[config.mk]
export PLATFORM = sky130hd
export DESIGN_NAME = adc_mode_ctl
export DESIGN_NICKNAME = d
export VERILOG_FILES = /design/src/pkg/adc_ctl_pkg.sv /design/src/rtl/adc_mode_ctl.sv
export SDC_FILE = /design/constraint.sdc
export NUM_CORES = 1
export LEC_CHECK = 0
export ABC_AREA = 1
export ABC_CLOCK_PERIOD_IN_PS = 1500
export BUFFER_PORTS_ARGS = -buffer_cell sky130_fd_sc_hd__buf_2
export CAP_MARGIN = 20
export CORE_UTILIZATION = 30
export CTS_CLUSTER_SIZE = 40
export DETAILED_ROUTE_END_ITERATION = 8
export SLEW_MARGIN = 30
export SYNTH_ARGS = -nofsm -noshare
export SYNTH_HDL_FRONTEND = slang
export SYNTH_SLANG_ARGS = --single-unit
[constraint.sdc]
create_clock -name i_mclk -period 1.5 [get_ports i_mclk]
set_input_delay 0.225 -clock i_mclk [delete_from_list [all_inputs] [get_ports i_mclk]]
set_output_delay 0.225 -clock i_mclk [all_outputs]
set_load 0.01 [all_outputs]
[src/pkg/adc_ctl_pkg.sv]
// Purpose: Shared constants and types for the converter mode and serial control block
// Assumes: 50 MHz system clock, conversion clock made by an enable divider
// Notes: Control codes match on their upper seven bits, the last bit ignored; register codes on the upper three; calibration codes on the full byte
package adc_ctl_pkg;

    // Clock rates and the conversion clock divider
    localparam int unsigned MCLK_HZ = 50_000_000;
    localparam int unsigned TCLK_HZ = 4_096_000;
    localparam int unsigned CLK_DIV = MCLK_HZ / TCLK_HZ; // Rounds down to 12 cycles
    localparam int unsigned DIV_W = 8;
    localparam int unsigned CNT_W = 16;

    // Timing figures in conversion clock periods
    localparam int unsigned CMD_DELAY_TCLK = 2;
    localparam int unsigned RESULT_READY_PIN_PULSE_TCLK = 24;
    localparam int unsigned TIMEOUT_EXP = 15;
    localparam int unsigned TIMEOUT_TCLK = 2 ** TIMEOUT_EXP;
    localparam int unsigned CONV_TCLK = 256; // Length of one conversion, a plain default

    // Result word
    localparam int unsigned RESULT_W = 16;

    // Register offsets whose fields arrive here as ports
    localparam logic [7:0] REG_GAIN = 8'h03;
    localparam logic [7:0] REG_DATARATE = 8'h04;
    localparam logic [7:0] REG_REFCTL = 8'h05;
    localparam logic [7:0] REG_SYSCTL = 8'h09;
    localparam logic [1:0] FIELD_OFF = 2'h0;
    localparam logic MODE_CONT = 1'h0;
    localparam logic MODE_SINGLE = 1'h1;

    // Control commands, first seven bits
    localparam logic [6:0] CMD7_WAKE = 7'h01;
    localparam logic [6:0] CMD7_SLEEP = 7'h02;
    localparam logic [6:0] CMD7_RESET = 7'h03;
    localparam logic [6:0] CMD7_START = 7'h04;
    localparam logic [6:0] CMD7_STOP = 7'h05;
    localparam logic [6:0] CMD7_RDATA = 7'h09;

    // Full byte and prefix commands
    localparam logic [7:0] CMD_SYOCAL = 8'h16;
    localparam logic [7:0] CMD_SYGCAL = 8'h17;
    localparam logic [7:0] CMD_SFOCAL = 8'h19;
    localparam logic [2:0] CMD3_REG_READ_CMD = 3'h1;
    localparam logic [2:0] CMD3_REG_WRITE_CMD = 3'h2;

    // Delayed event bits
    localparam int unsigned EV_SLEEP = 0;
    localparam int unsigned EV_START = 1;
    localparam int unsigned EV_STOP = 2;
    localparam int unsigned EV_PIN = 3;
    localparam int unsigned EV_W = 4;

    // Operating modes
    typedef enum logic [1:0] {MODE_SLEEP, MODE_STANDBY, MODE_CONVERT} op_mode_t;

endpackage

[src/rtl/adc_mode_ctl.sv]
// Purpose: Operating modes, conversion sequencing and serial port of the converter
// Assumes: Host is an SPI mode 1 controller; all pins are asynchronous to i_mclk
// Notes: Serial clock edges are found by sampling, so it must run well below i_mclk / 4
`timescale 1ns/1ps
module adc_mode_ctl
    import adc_ctl_pkg::*;
#(
    parameter int unsigned CONV_LEN = CONV_TCLK,
    parameter int unsigned TIMEOUT_LEN = TIMEOUT_TCLK,
    parameter int unsigned DIV_LEN = CLK_DIV
)
(
    input wire logic i_mclk,
    input wire logic i_rst_n,
    input wire logic i_cs_n,
    input wire logic i_sclk,
    input wire logic i_din,
    input wire logic i_start_pin,
    input wire logic i_single_shot,
    input wire logic [1:0] i_amp_power_field,
    input wire logic [1:0] i_ref_power_field,
    input wire logic i_timeout_en,
    input wire logic [RESULT_W-1:0] i_sample,
    output logic o_dout,
    output logic o_dout_oe,
    output logic o_result_ready_n,
    output logic [1:0] o_op_mode,
    output logic o_filter_rst,
    output logic o_core_clk_en,
    output logic o_amp_on,
    output logic o_ref_on,
    output logic o_excite_on,
    output logic o_reg_read_cmd,
    output logic o_reg_write_cmd,
    output logic o_cal_cmd,
    output logic o_soft_reset
);

    // Whole state of the block
    typedef struct packed {
        logic cs_s1, cs_s2; // Chip select synchroniser
        logic sck_s1, sck_s2, sck_s3; // Serial clock synchroniser and edge stage
        logic din_s1, din_s2; // Data input synchroniser
        logic pin_s1, pin_s2, pin_s3; // Trigger pin synchroniser and edge stage
        logic [DIV_W-1:0] div;    // Conversion clock divider
        op_mode_t mode;           // Operating mode
        logic [2:0] bitcnt;       // Falling edges within the current byte
        logic [7:0] shin;         // Incoming command bits
        logic reading;            // Result readback in progress
        logic [RESULT_W-1:0] sh;  // Outgoing result bits, rotated
        logic [RESULT_W-1:0] result;
        logic result_ready_pin_n;             // Dedicated ready pin
        logic dout;               // Shared output pin
        logic [EV_W-1:0] acc;     // Events since the last clock tick
        logic [EV_W-1:0] p1;      // Events one tick old
        logic [CNT_W-1:0] conv_cnt;
        logic stop_req;           // Finish current conversion then stop
        logic [CNT_W-1:0] to_cnt; // Time spent inside a partial byte
        logic done;               // Conversion completed this cycle
        logic rd_cmd, wr_cmd, cal_cmd, soft_rst; // Command pulses
    } state_t;

    state_t st_r, st_nxt;
    localparam logic [DIV_W-1:0] DIV_LAST = DIV_W'(DIV_LEN - 1);
    localparam logic [CNT_W-1:0] CONV_LAST = CNT_W'(CONV_LEN - 1);
    localparam logic [CNT_W-1:0] PULSE_AT = CNT_W'(CONV_LEN - 1 - RESULT_READY_PIN_PULSE_TCLK);
    localparam logic [CNT_W-1:0] TO_LAST = CNT_W'(TIMEOUT_LEN - 1);

    // Edge and tick terms seen by the next-state logic
    logic tick, sck_fall, sck_rise, pin_rise, pin_fall;
    logic [7:0] byte_in;

    // Stage two versus stage three keeps the first stage private to the chain
    assign tick = (st_r.div == DIV_LAST);
    assign sck_fall = !st_r.cs_s2 && !st_r.sck_s2 && st_r.sck_s3;
    assign sck_rise = !st_r.cs_s2 && st_r.sck_s2 && !st_r.sck_s3;
    assign pin_rise = st_r.pin_s2 && !st_r.pin_s3;
    assign pin_fall = !st_r.pin_s2 && st_r.pin_s3;
    assign byte_in = {st_r.shin[6:0], st_r.din_s2};

    // Next state
    always_comb
    begin
        st_nxt = st_r;
        st_nxt.cs_s1 = i_cs_n;
        st_nxt.cs_s2 = st_r.cs_s1;
        st_nxt.sck_s1 = i_sclk;
        st_nxt.sck_s2 = st_r.sck_s1;
        st_nxt.sck_s3 = st_r.sck_s2;
        st_nxt.din_s1 = i_din;
        st_nxt.din_s2 = st_r.din_s1;
        st_nxt.pin_s1 = i_start_pin;
        st_nxt.pin_s2 = st_r.pin_s1;
        st_nxt.pin_s3 = st_r.pin_s2;
        st_nxt.done = 1'b0;
        st_nxt.rd_cmd = 1'b0;
        st_nxt.wr_cmd = 1'b0;
        st_nxt.cal_cmd = 1'b0;
        st_nxt.soft_rst = 1'b0;
        st_nxt.div = tick ? '0 : st_r.div + DIV_W'(1);

        // Trigger pin edges count only outside sleep
        if (pin_rise && st_r.mode != MODE_SLEEP)
        begin
            st_nxt.acc[EV_PIN] = 1'b1;
        end
        // Pin low stops continuous conversion after the current one
        if (pin_fall && st_r.mode == MODE_CONVERT && i_single_shot == MODE_CONT)
        begin
            st_nxt.stop_req = 1'b1;
        end

        // Serial input, one bit per falling edge
        if (sck_fall)
        begin
            st_nxt.shin = byte_in;
            st_nxt.bitcnt = st_r.bitcnt + 3'h1;
            // Seventh edge decides the control commands except CMD7_RDATA, which waits for the eighth
            if (st_r.bitcnt == 3'h6 && !st_r.reading)
            begin
                case (byte_in[6:0])
                    CMD7_WAKE: st_nxt.mode = (st_r.mode == MODE_SLEEP)
                            ? MODE_STANDBY : st_r.mode;
                    CMD7_SLEEP: st_nxt.acc[EV_SLEEP] = 1'b1;
                    CMD7_RESET:
                    begin
                        // Ignored while asleep since the oscillator is down
                        if (st_r.mode != MODE_SLEEP)
                        begin
                            st_nxt.soft_rst = 1'b1;
                            st_nxt.mode = MODE_STANDBY;
                            st_nxt.stop_req = 1'b0;
                            st_nxt.acc = '0;
                            st_nxt.p1 = '0;
                        end
                    end
                    CMD7_START:
                    begin
                        if (!st_r.pin_s2 && st_r.mode != MODE_SLEEP)
                        begin
                            st_nxt.acc[EV_START] = 1'b1;
                        end
                    end
                    CMD7_STOP: st_nxt.acc[EV_STOP] = 1'b1;
                    default: st_nxt.acc = st_nxt.acc;
                endcase
            end
            // Eighth edge closes the byte
            if (st_r.bitcnt == 3'h7)
            begin
                st_nxt.to_cnt = '0;
                if (!st_r.reading)
                begin
                    if (byte_in[7:1] == CMD7_RDATA)
                    begin
                        st_nxt.reading = 1'b1;
                        st_nxt.sh = st_r.result;
                    end
                    if (byte_in[7:5] == CMD3_REG_READ_CMD)
                    begin
                        st_nxt.rd_cmd = 1'b1;
                    end
                    // Writes are dropped while asleep so settings survive
                    if (byte_in[7:5] == CMD3_REG_WRITE_CMD && st_r.mode != MODE_SLEEP)
                    begin
                        st_nxt.wr_cmd = 1'b1;
                    end
                    if ((byte_in == CMD_SYOCAL || byte_in == CMD_SYGCAL
                            || byte_in == CMD_SFOCAL) && st_r.mode == MODE_CONVERT)
                    begin
                        st_nxt.cal_cmd = 1'b1;
                    end
                end
            end
        end

        // Serial output and ready release on rising edges
        if (sck_rise)
        begin
            st_nxt.result_ready_pin_n = 1'b1;
            if (st_r.reading)
            begin
                // Rotation repeats the word while the clock keeps running
                st_nxt.sh = {st_r.sh[RESULT_W-2:0], st_r.sh[RESULT_W-1]};
            end
        end

        // Timeout on a stalled partial byte, counted in conversion clocks
        if (i_timeout_en && st_r.bitcnt != 3'h0 && tick)
        begin
            if (st_r.to_cnt == TO_LAST)
            begin
                st_nxt.bitcnt = '0;
                st_nxt.reading = 1'b0;
                st_nxt.to_cnt = '0;
            end
            else
            begin
                st_nxt.to_cnt = st_r.to_cnt + CNT_W'(1);
            end
        end

        // Conversion clock work
        if (tick)
        begin
            // Events of the previous period take effect now, two periods late
            st_nxt.p1 = st_nxt.acc;
            st_nxt.acc = '0;
            if (st_r.mode == MODE_CONVERT)
            begin
                if (st_r.conv_cnt == PULSE_AT && !st_r.result_ready_pin_n)
                begin
                    st_nxt.result_ready_pin_n = 1'b1;
                end
                if (st_r.conv_cnt == CONV_LAST)
                begin
                    st_nxt.done = 1'b1;
                    st_nxt.result_ready_pin_n = 1'b0;
                    st_nxt.result = i_sample;
                    st_nxt.conv_cnt = '0;
                    if (i_single_shot == MODE_SINGLE || st_r.stop_req || pin_fall)
                    begin
                        st_nxt.mode = MODE_STANDBY;
                        st_nxt.stop_req = 1'b0;
                    end
                end
                else
                begin
                    st_nxt.conv_cnt = st_r.conv_cnt + CNT_W'(1);
                end
            end
            // Stop only matters in continuous mode
            if (st_r.p1[EV_STOP] && st_r.mode == MODE_CONVERT
                    && i_single_shot == MODE_CONT)
            begin
                st_nxt.stop_req = 1'b1;
            end
            // Pin edge restarts; start begins from standby or while a stop is pending,
            // so a stop then start pair resynchronises even across tick windows
            if (st_r.mode != MODE_SLEEP && !st_nxt.soft_rst && (st_r.p1[EV_PIN]
                    || (st_r.p1[EV_START] && (st_r.mode == MODE_STANDBY
                    || st_r.stop_req || st_r.p1[EV_STOP]))))
            begin
                st_nxt.mode = MODE_CONVERT;
                st_nxt.conv_cnt = '0;
                st_nxt.stop_req = 1'b0;
            end
            // Sleep wins and abandons the conversion
            if (st_r.p1[EV_SLEEP] && !st_nxt.soft_rst)
            begin
                st_nxt.mode = MODE_SLEEP;
                st_nxt.conv_cnt = '0;
                st_nxt.stop_req = 1'b0;
            end
        end

        // Chip select high clears the whole port
        if (st_r.cs_s2)
        begin
            st_nxt.bitcnt = '0;
            st_nxt.shin = '0;
            st_nxt.reading = 1'b0;
            st_nxt.to_cnt = '0;
        end

        // Readback bits move only on rising edges, so the MSB waits for the first one
        st_nxt.dout = !st_nxt.reading ? st_nxt.result_ready_pin_n
                : (sck_rise ? st_r.sh[RESULT_W-1] : st_r.dout);
    end

    // State register; reset lands in standby with ready high
    always_ff @(posedge i_mclk or negedge i_rst_n)
    begin
        if (!i_rst_n)
        begin
            st_r <= '0;
            st_r.cs_s1 <= 1'b1;
            st_r.cs_s2 <= 1'b1;
            st_r.mode <= MODE_STANDBY;
            st_r.result_ready_pin_n <= 1'b1;
            st_r.dout <= 1'b1;
        end
        else
        begin
            st_r <= st_nxt;
        end
    end

    // Outputs
    assign o_dout = st_r.dout;
    assign o_dout_oe = !st_r.cs_s2;
    assign o_result_ready_n = st_r.result_ready_pin_n;
    assign o_op_mode = st_r.mode;
    assign o_filter_rst = (st_r.mode != MODE_CONVERT);
    assign o_core_clk_en = (st_r.mode == MODE_CONVERT);
    assign o_amp_on = (st_r.mode != MODE_SLEEP) && (i_amp_power_field != FIELD_OFF);
    assign o_ref_on = (i_ref_power_field != FIELD_OFF);
    assign o_excite_on = (st_r.mode != MODE_SLEEP) && (i_ref_power_field != FIELD_OFF);
    assign o_reg_read_cmd = st_r.rd_cmd;
    assign o_reg_write_cmd = st_r.wr_cmd;
    assign o_cal_cmd = st_r.cal_cmd;
    assign o_soft_reset = st_r.soft_rst;
endmodule

==> impl_metrics.tcl, run 1 <==
set metrics [dict create \
    antenna_found_initial 0 \
    drt_pass1_iterations 4 \
    num_rows 50 \
    port_buffers 41 \
    finish.instance_area_mm2 0.008831 \
    routed_wl_um 15970 \
    period_needed_ns 1.729 \
    fin_ws_ns -0.2285 \
    grt_pass1_vias 5434 \
    setup_violations 82 \
    syn-num-nets 772 \
    core_mm2 0.01877 \
    place_congestion 0.8429 \
    async_flop_share 1.000 \
    cp.required_ns 1.77 \
    synth_cell_types 42 \
    cts_sinks 110 \
    die_area_mm2 0.01978 \
    syn-cell-area_mm2 0.005766 \
    worstSetupPathType "reg2reg" \
    ys_seq_area_frac 0.4785 \
    synth_ff_type "dfrtp_1" \
    relSlewSlack 0.6593 \
    drcViolationCount 0 \
    yosysTopAreaCell "dfrtp_1" \
    status "finished, violations left" \
    crit_buf_inv 2 \
    crit_chain "ha_4 -> ha_4 -> nand3_4 -> nor2_4 -> nand3_4 -> buf_12 -> a21oi_2 -> o21ai_1 -> nand2_1 -> inv_1" \
    fmax_ghz 0.5785 \
    synth_edf_count 0 \
    crit_path_max_incr_delay_ns 0.45 \
    powerDensity_mw_per_mm2 670.5 \
    min_path_type "in2reg" \
    use_met3 0.03635 \
    drv_slew 0 \
    grt_first_pass_wirelength_um 25710 \
    overflow 0 \
    path_clk_slew_ns 0.08 \
    grt_max_degree 34 \
    fill_cells 1790 \
    grt_use_met1 0.2133 \
    cts_max_path_buffers 2 \
    num-nets-final 982 \
    place_ws_ns -0.2176 \
    numCtsBuffers 9 \
    worstPathArrival_ns 2.00 \
    syn_to_final_growth_pct 53.17 \
    critPathMaxFanout 8 \
    num_io_pins 42 \
    clk_latency_ns 0.36 \
    drive_gt1_frac 0.4233 \
    violations "setup timing" \
    routedWlPerCell_um 13.46 \
    synthTopCellsByArea "dfrtp_1, nand2_1, inv_1, nor2_1, nand3_1" \
    track_usage 0.1623 \
    vias 5536 \
    slowest_stage "dfrtp_1" \
    viasPerCell 4.668 \
    die_h_um 140.6 \
    cts_tree "yes" \
    cts_max_level 3 \
    use_met2 0.2692 \
    diodes 0 \
    worstMarginPinSlew_ns 0.5110 \
    netlist_instances 737 \
    die_x_um 140.6 \
    cp-start-kind "flip-flop" \
    drt_iter0_markers 256 \
    path_delay_family "flip-flops" \
    ys_warn_count 0 \
    leakagePower_uw 0.004190 \
    initial_core_util 0.3072 \
    maxCapViolations 0 \
    grt-busiest-layer "met2" \
    yosys.area.top_type_share 0.4557 \
    synth_seq_cells 110 \
    ir_drop_mv 0.5458 \
    finClkSkew_ns 0.009449 \
    rsz0062_at_grt "true" \
    finalCritPeriodShare 1.152 \
    dpl_cell_area_mm2 0.007281 \
    hold_viol_final 0 \
    ant_nets 0 \
    cts_root_buf "clkbuf_16" \
    dp_hpwl_um 10520 \
    crit_path_end_kind "flip-flop" \
    syn_avg_cell_area_um2 7.823 \
]
where the power goes:
part / switching, uW / internal, uW
clock: 1230 / 1340
combinational: 196 / 147
sequential: 19.3 / 2990
total: 1440 / 4480
cell families after synthesis:
logic type,share of synthesized area
flip-flops,0.4785
adder cells (fa/ha/maj),0.01519
buffers and inverters,0.08312
AO/OA/AOI/OAI,0.08399
XOR/XNOR,0.02886
AND/OR/NAND/NOR,0.3103
layout make-up:
| type | count | area, um^2 | area share |
|---|---|---|---|
| multi-input combinational | 513 | 3253 | 0.3684 |
| clock buffer | 9 | 225.2 | 0.02550 |
| tap | 234 | 292.8 | 0.03315 |
| timing repair inverter | 1 | 11.26 | 0.001275 |
| inverter | 98 | 390.4 | 0.04421 |
| clock inverter | 7 | 91.34 | 0.01034 |
| timing repair buffer | 214 | 1807 | 0.2046 |
| sequential | 110 | 2760 | 0.3126 |
layer usage:
metal	part of all wire	wire length (um)	up-vias
li1	-	-	2794
met1	0.45	7239	2638
met2	0.49	7898	81
met3	0.037	584	23
met4	0.015	244	0
met5	0	0	-
sequential cells by signal (all words and copies together), names as in the netlist:
signal	flops
st_r	88
byte_in	8
st_nxt	6
o_op_mode	2
o_cal_cmd	1
o_dout	1
o_reg_read_cmd	1
o_reg_write_cmd	1
o_result_ready_n	1
o_soft_reset	1
final timing paths:
kind,start,to,slack (ns),depth (start not counted)
min,i_sample[15],st_r[63],0.05,3
max reg2reg,st_r[89],st_r[64],-0.23,10
min reg2reg,st_nxt[103],st_nxt[102],0.35,0
max in group asynchronous,i_rst_n,st_r[90],0.54,3
max,st_r[89],st_r[64],-0.23,10
min in group asynchronous,i_rst_n,o_soft_reset,0.37,2
Yosys cell counts, types with 2 or more instances:
cell type and instances:
nand2_1 195, dfrtp_1 105, inv_1 91, nor2_1 81, nand3_1 59, o21ai_0 41
a21oi_1 22, nand4_1 15, nor3_1 15, xor2_1 15, o22ai_1 11, o21ai_1 10
ha_1 7, buf_2 6, dfstp_2 5, inv_2 5, nand2_2 5, buf_6 4
nand3_2 4, nor2_2 4, nor2_4 4, xnor2_1 4, buf_4 3, nand2_4 3
a31oi_1 2, clkbuf_1 2, nand3b_1 2, nor3b_1 2, o21a_1 2
what timing repair did:
item | CTS | global route
hold buffers | 5 | 0
pin swaps | 45 | 28
setup endpoints to repair | 82 | 84
cloned | 2 | 3
setup buffers | 23 | 14
resized for setup | 115 | 135
hold endpoints to repair | 29 | 0
stage by stage:
stage,hold slack [ns],utilization,total power (uW),instances,setup TNS [ns]
finish,0.05119,0.4705,5921,1186,-9.914
global route,0.04758,0.4705,6132,1186,-16.27
CTS,0.04388,0.4385,5981,1171,-7.527
detailed placement,0.2423,0.3879,3350,1126,-10.91
global placement,0.2396,0.3879,3348,1126,-8.210
floorplan,-0.07059,-,3156,737,-2.071
tightest hold or removal path, cell delays in order:
cell and delay, ns:
buf_2 0.08, nand2_2 0.04, nand2_1 0.04
placed cells by master (no fill, tap or decap), drive strengths merged:
cell         synthesis  routed
o22ai               11      11
xor2                15      15
o21a                 2       2
a21boi               1       1
o31ai                1       1
clkinv               1       4
nand2              203     203
nor3b                2       2
a21oi               22      22
ha                   7       7
xnor2                4       4
nor4                 1       1
dlygate4sd3          0       5
dfrtp              105     105
a31oi                2       2
nand4               15      15
inv                 97     101
clkbuf               2      11
buf                 14     207
or2                  1       1
o21ai               51      51
nor2                90      90
and3                 1       1
nand3               64      64
dfstp                5       5
nor3                17      17
bufinv               0       1
o21bai               1       1
nand3b               2       2
Note: power is estimated with default switching activity, not from simulation.
==> run 2: changes to the inputs <==
- ABC_AREA: 1 -> not set
==> impl_metrics.tcl, run 2 <==
set metrics [dict create \
    status "finished, violations left" \
    violations "setup timing" \
    path_clk_slew_ns 0.08 \
    yosys.area.top_type_share 0.5014 \
    fin_ws_ns -0.7511 \
    slowest_stage "or4_4" \
    synth_cell_types 55 \
    rsz0062_at_grt "true" \
    worstPathArrival_ns 2.53 \
    crit_chain "or4_4 -> or2_4 -> or4_4 -> nor2_4 -> clkbuf_16 -> a21oi_2 -> mux2i_1" \
    yosysTopAreaCell "dfrtp_1" \
    dpl_cell_area_mm2 0.006754 \
    drcViolationCount 0 \
    vias 4680 \
    syn_to_final_growth_pct 49.12 \
    crit_path_max_incr_delay_ns 0.53 \
    crit_buf_inv 1 \
    num_rows 47 \
    clockPowerShare 0.436 \
    drt_pass1_iterations 5 \
    cts_tree "yes" \
    dp_hpwl_um 9332 \
    powerDensity_mw_per_mm2 745.7 \
    yosysMostFrequentCell "dfrtp_1" \
    drt_iter0_markers 232 \
    cts_sinks 110 \
    viasPerCell 5.021 \
    num-nets-final 742 \
    cp-start-kind "flip-flop" \
    overflow 0 \
    diodes 0 \
    finClkSkew_ns 0.01396 \
    setup_violations 91 \
    die_h_um 134.2 \
    place_congestion 0.8571 \
    finish.instance_area_mm2 0.007814 \
    grt_pass1_vias 4773 \
    relSlewSlack 0.6958 \
    initial_core_util 0.3116 \
    synth_edf_count 0 \
    syn-cell-area_mm2 0.005240 \
    worstMarginPinSlew_ns 0.4528 \
    drv_slew 0 \
    path_delay_family "simple AND/OR/NAND/NOR gates" \
    p_sw_frac 0.2249 \
    fmax_ghz 0.4442 \
    routedWlPerCell_um 15.13 \
    ir_drop_mv 0.5745 \
    finalCritPeriodShare 1.501 \
    cts_root_buf "clkbuf_16" \
    grt_max_degree 63 \
    grt_first_pass_wirelength_um 23380 \
    track_usage 0.1624 \
    synth_ff_type "dfrtp_1" \
    antenna_found_initial 0 \
    path_common_cell "or4_4" \
    num_io_pins 42 \
    clk_latency_ns 0.36 \
    port_buffers 41 \
    die_x_um 134.2 \
    numCtsBuffers 9 \
    synth_seq_cells 110 \
    largest_register_ffs 88 \
    period_needed_ns 2.251 \
    regMostFlops "st_r" \
    ys_seq_area_frac 0.5265 \
    p_int_uw 4516 \
    worstSetupPathType "reg2reg" \
    final_common_cell "buf_4" \
    async_flop_share 1.000 \
    hold_viol_final 0 \
    crit_path_end_kind "flip-flop" \
    place_ws_ns -0.7952 \
    maxCapViolations 0 \
    min_path_type "in2reg" \
    die_area_mm2 0.01800 \
    seqPwrFrac 0.515 \
    syn_avg_cell_area_um2 9.906 \
    ys_warn_count 0 \
    final_cell_mix "buf_4, dfrtp_1, nand2_1" \
    cts_max_path_buffers 2 \
    switching_power_uw 1310 \
    syn-num-nets 564 \
    cts_max_level 3 \
    synthTopCellsByCount "dfrtp_1, nand2_1, nor2_1" \
    cp.required_ns 1.78 \
    p_comb_frac 0.049 \
    ant_nets 0 \
    leakagePower_uw 0.003548 \
    synthTopCellsByArea "dfrtp_1, nand2_1, o21ai_0, mux2i_1, mux2_2" \
    core_mm2 0.01682 \
    drive_gt1_frac 0.4312 \
    fin_tns_setup_ns -45.06 \
    critPathMaxFanout 5 \
    routed_wl_um 14100 \
    netlist_instances 529 \
]
run 2: cell count changes in the layout (fill, tap and decap cells not counted), moves of 21 or more:
cell / change
buf_4: -21
nand2_2: -29
nand2_1: -84
nor2_1: -25
nand3_1: -22
inv_1: -73
run 2: power groups by stage:
stage	combinational, uW	clock [uW]	sequential, uW
6_report	285	2540	3000
5_1_grt	317	2730	3000
4_1_cts	273	2590	3000
3_5_place_dp	250	0	3060
3_3_place_gp	244	0	3060
2_1_floorplan	67.7	0	3060
run 2: routing by layer:
| layer | wire (um) | vias up | global-route usage |
|---|---|---|---|
| met5 | 0 | - | 0 |
| met4 | 321 | 0 | 0.06492 |
| met3 | 478 | 24 | 0.03137 |
| met2 | 6823 | 101 | 0.2677 |
| met1 | 6475 | 2305 | 0.2096 |
| li1 | - | 2250 | - |
run 2: path summary, 6_finish.rpt:
path | startpoint | to | slack (ns) | cells past startpoint
worst max-delay path | st_r[98] | st_r[15] | -0.75 | 7
worst min-delay path | i_sample[12] | st_r[60] | 0.09 | 2
worst max register to register | st_r[98] | st_r[15] | -0.75 | 7
worst min register to register | st_nxt[108] | st_nxt[107] | 0.35 | 0
max in group asynchronous | i_rst_n | o_dout | 0.72 | 3
min in group asynchronous | i_rst_n | st_nxt[110] | 0.39 | 2
run 2: logic make-up (layout without fill, tap and decap cells):
group / Yosys count / in the layout / share of synthesized area
adders and majority gates: 7 / 7 / 0.01671
and+or+nand+nor: 218 / 218 / 0.2085
buffers and inverters: 37 / 219 / 0.03128
DFF: 110 / 110 / 0.5265
xor gates and xnor gates: 10 / 10 / 0.01671
muxes: 37 / 37 / 0.07474
AOI/OAI and AO/OA: 110 / 111 / 0.1256
run 2: layout make-up:
| cell class | count | area (um^2) |
|---|---|---|
| Tap cell | 220 | 275.3 |
| Sequential cell | 110 | 2760 |
| Inverter | 10 | 42.54 |
| Clock buffer | 11 | 252.7 |
| Multi-Input combinational cell | 383 | 2791 |
| Clock inverter | 5 | 65.06 |
| Fill cell | 1539 | 9005 |
| Timing Repair Buffer | 193 | 1627 |
run 2: repair_timing:
item / 4_1_cts / 5_1_grt
gates resized for setup: 72 / 51
setup buffers: 12 / 12
endpoints found under the setup margin: 92 / 96
pin swaps: 17 / 13
hold buffers: 5 / 0
cloned: 2 / 2
endpoints found under the hold margin: 110 / 0
run 2: per-stage QoR:
| stage | cells | utilization | hold WS [ns] | power [uW] |
|---|---|---|---|---|
| CTS | 922 | 0.4477 | 0.08624 | 5867 |
| global placement | 888 | 0.4016 | 0.2139 | 3300 |
| global route | 932 | 0.4646 | 0.09255 | 6047 |
| floorplan | 529 | - | -0.07059 | 3127 |
| finish | 932 | 0.4646 | 0.09413 | 5827 |
| detailed placement | 888 | 0.4016 | 0.2160 | 3307 |
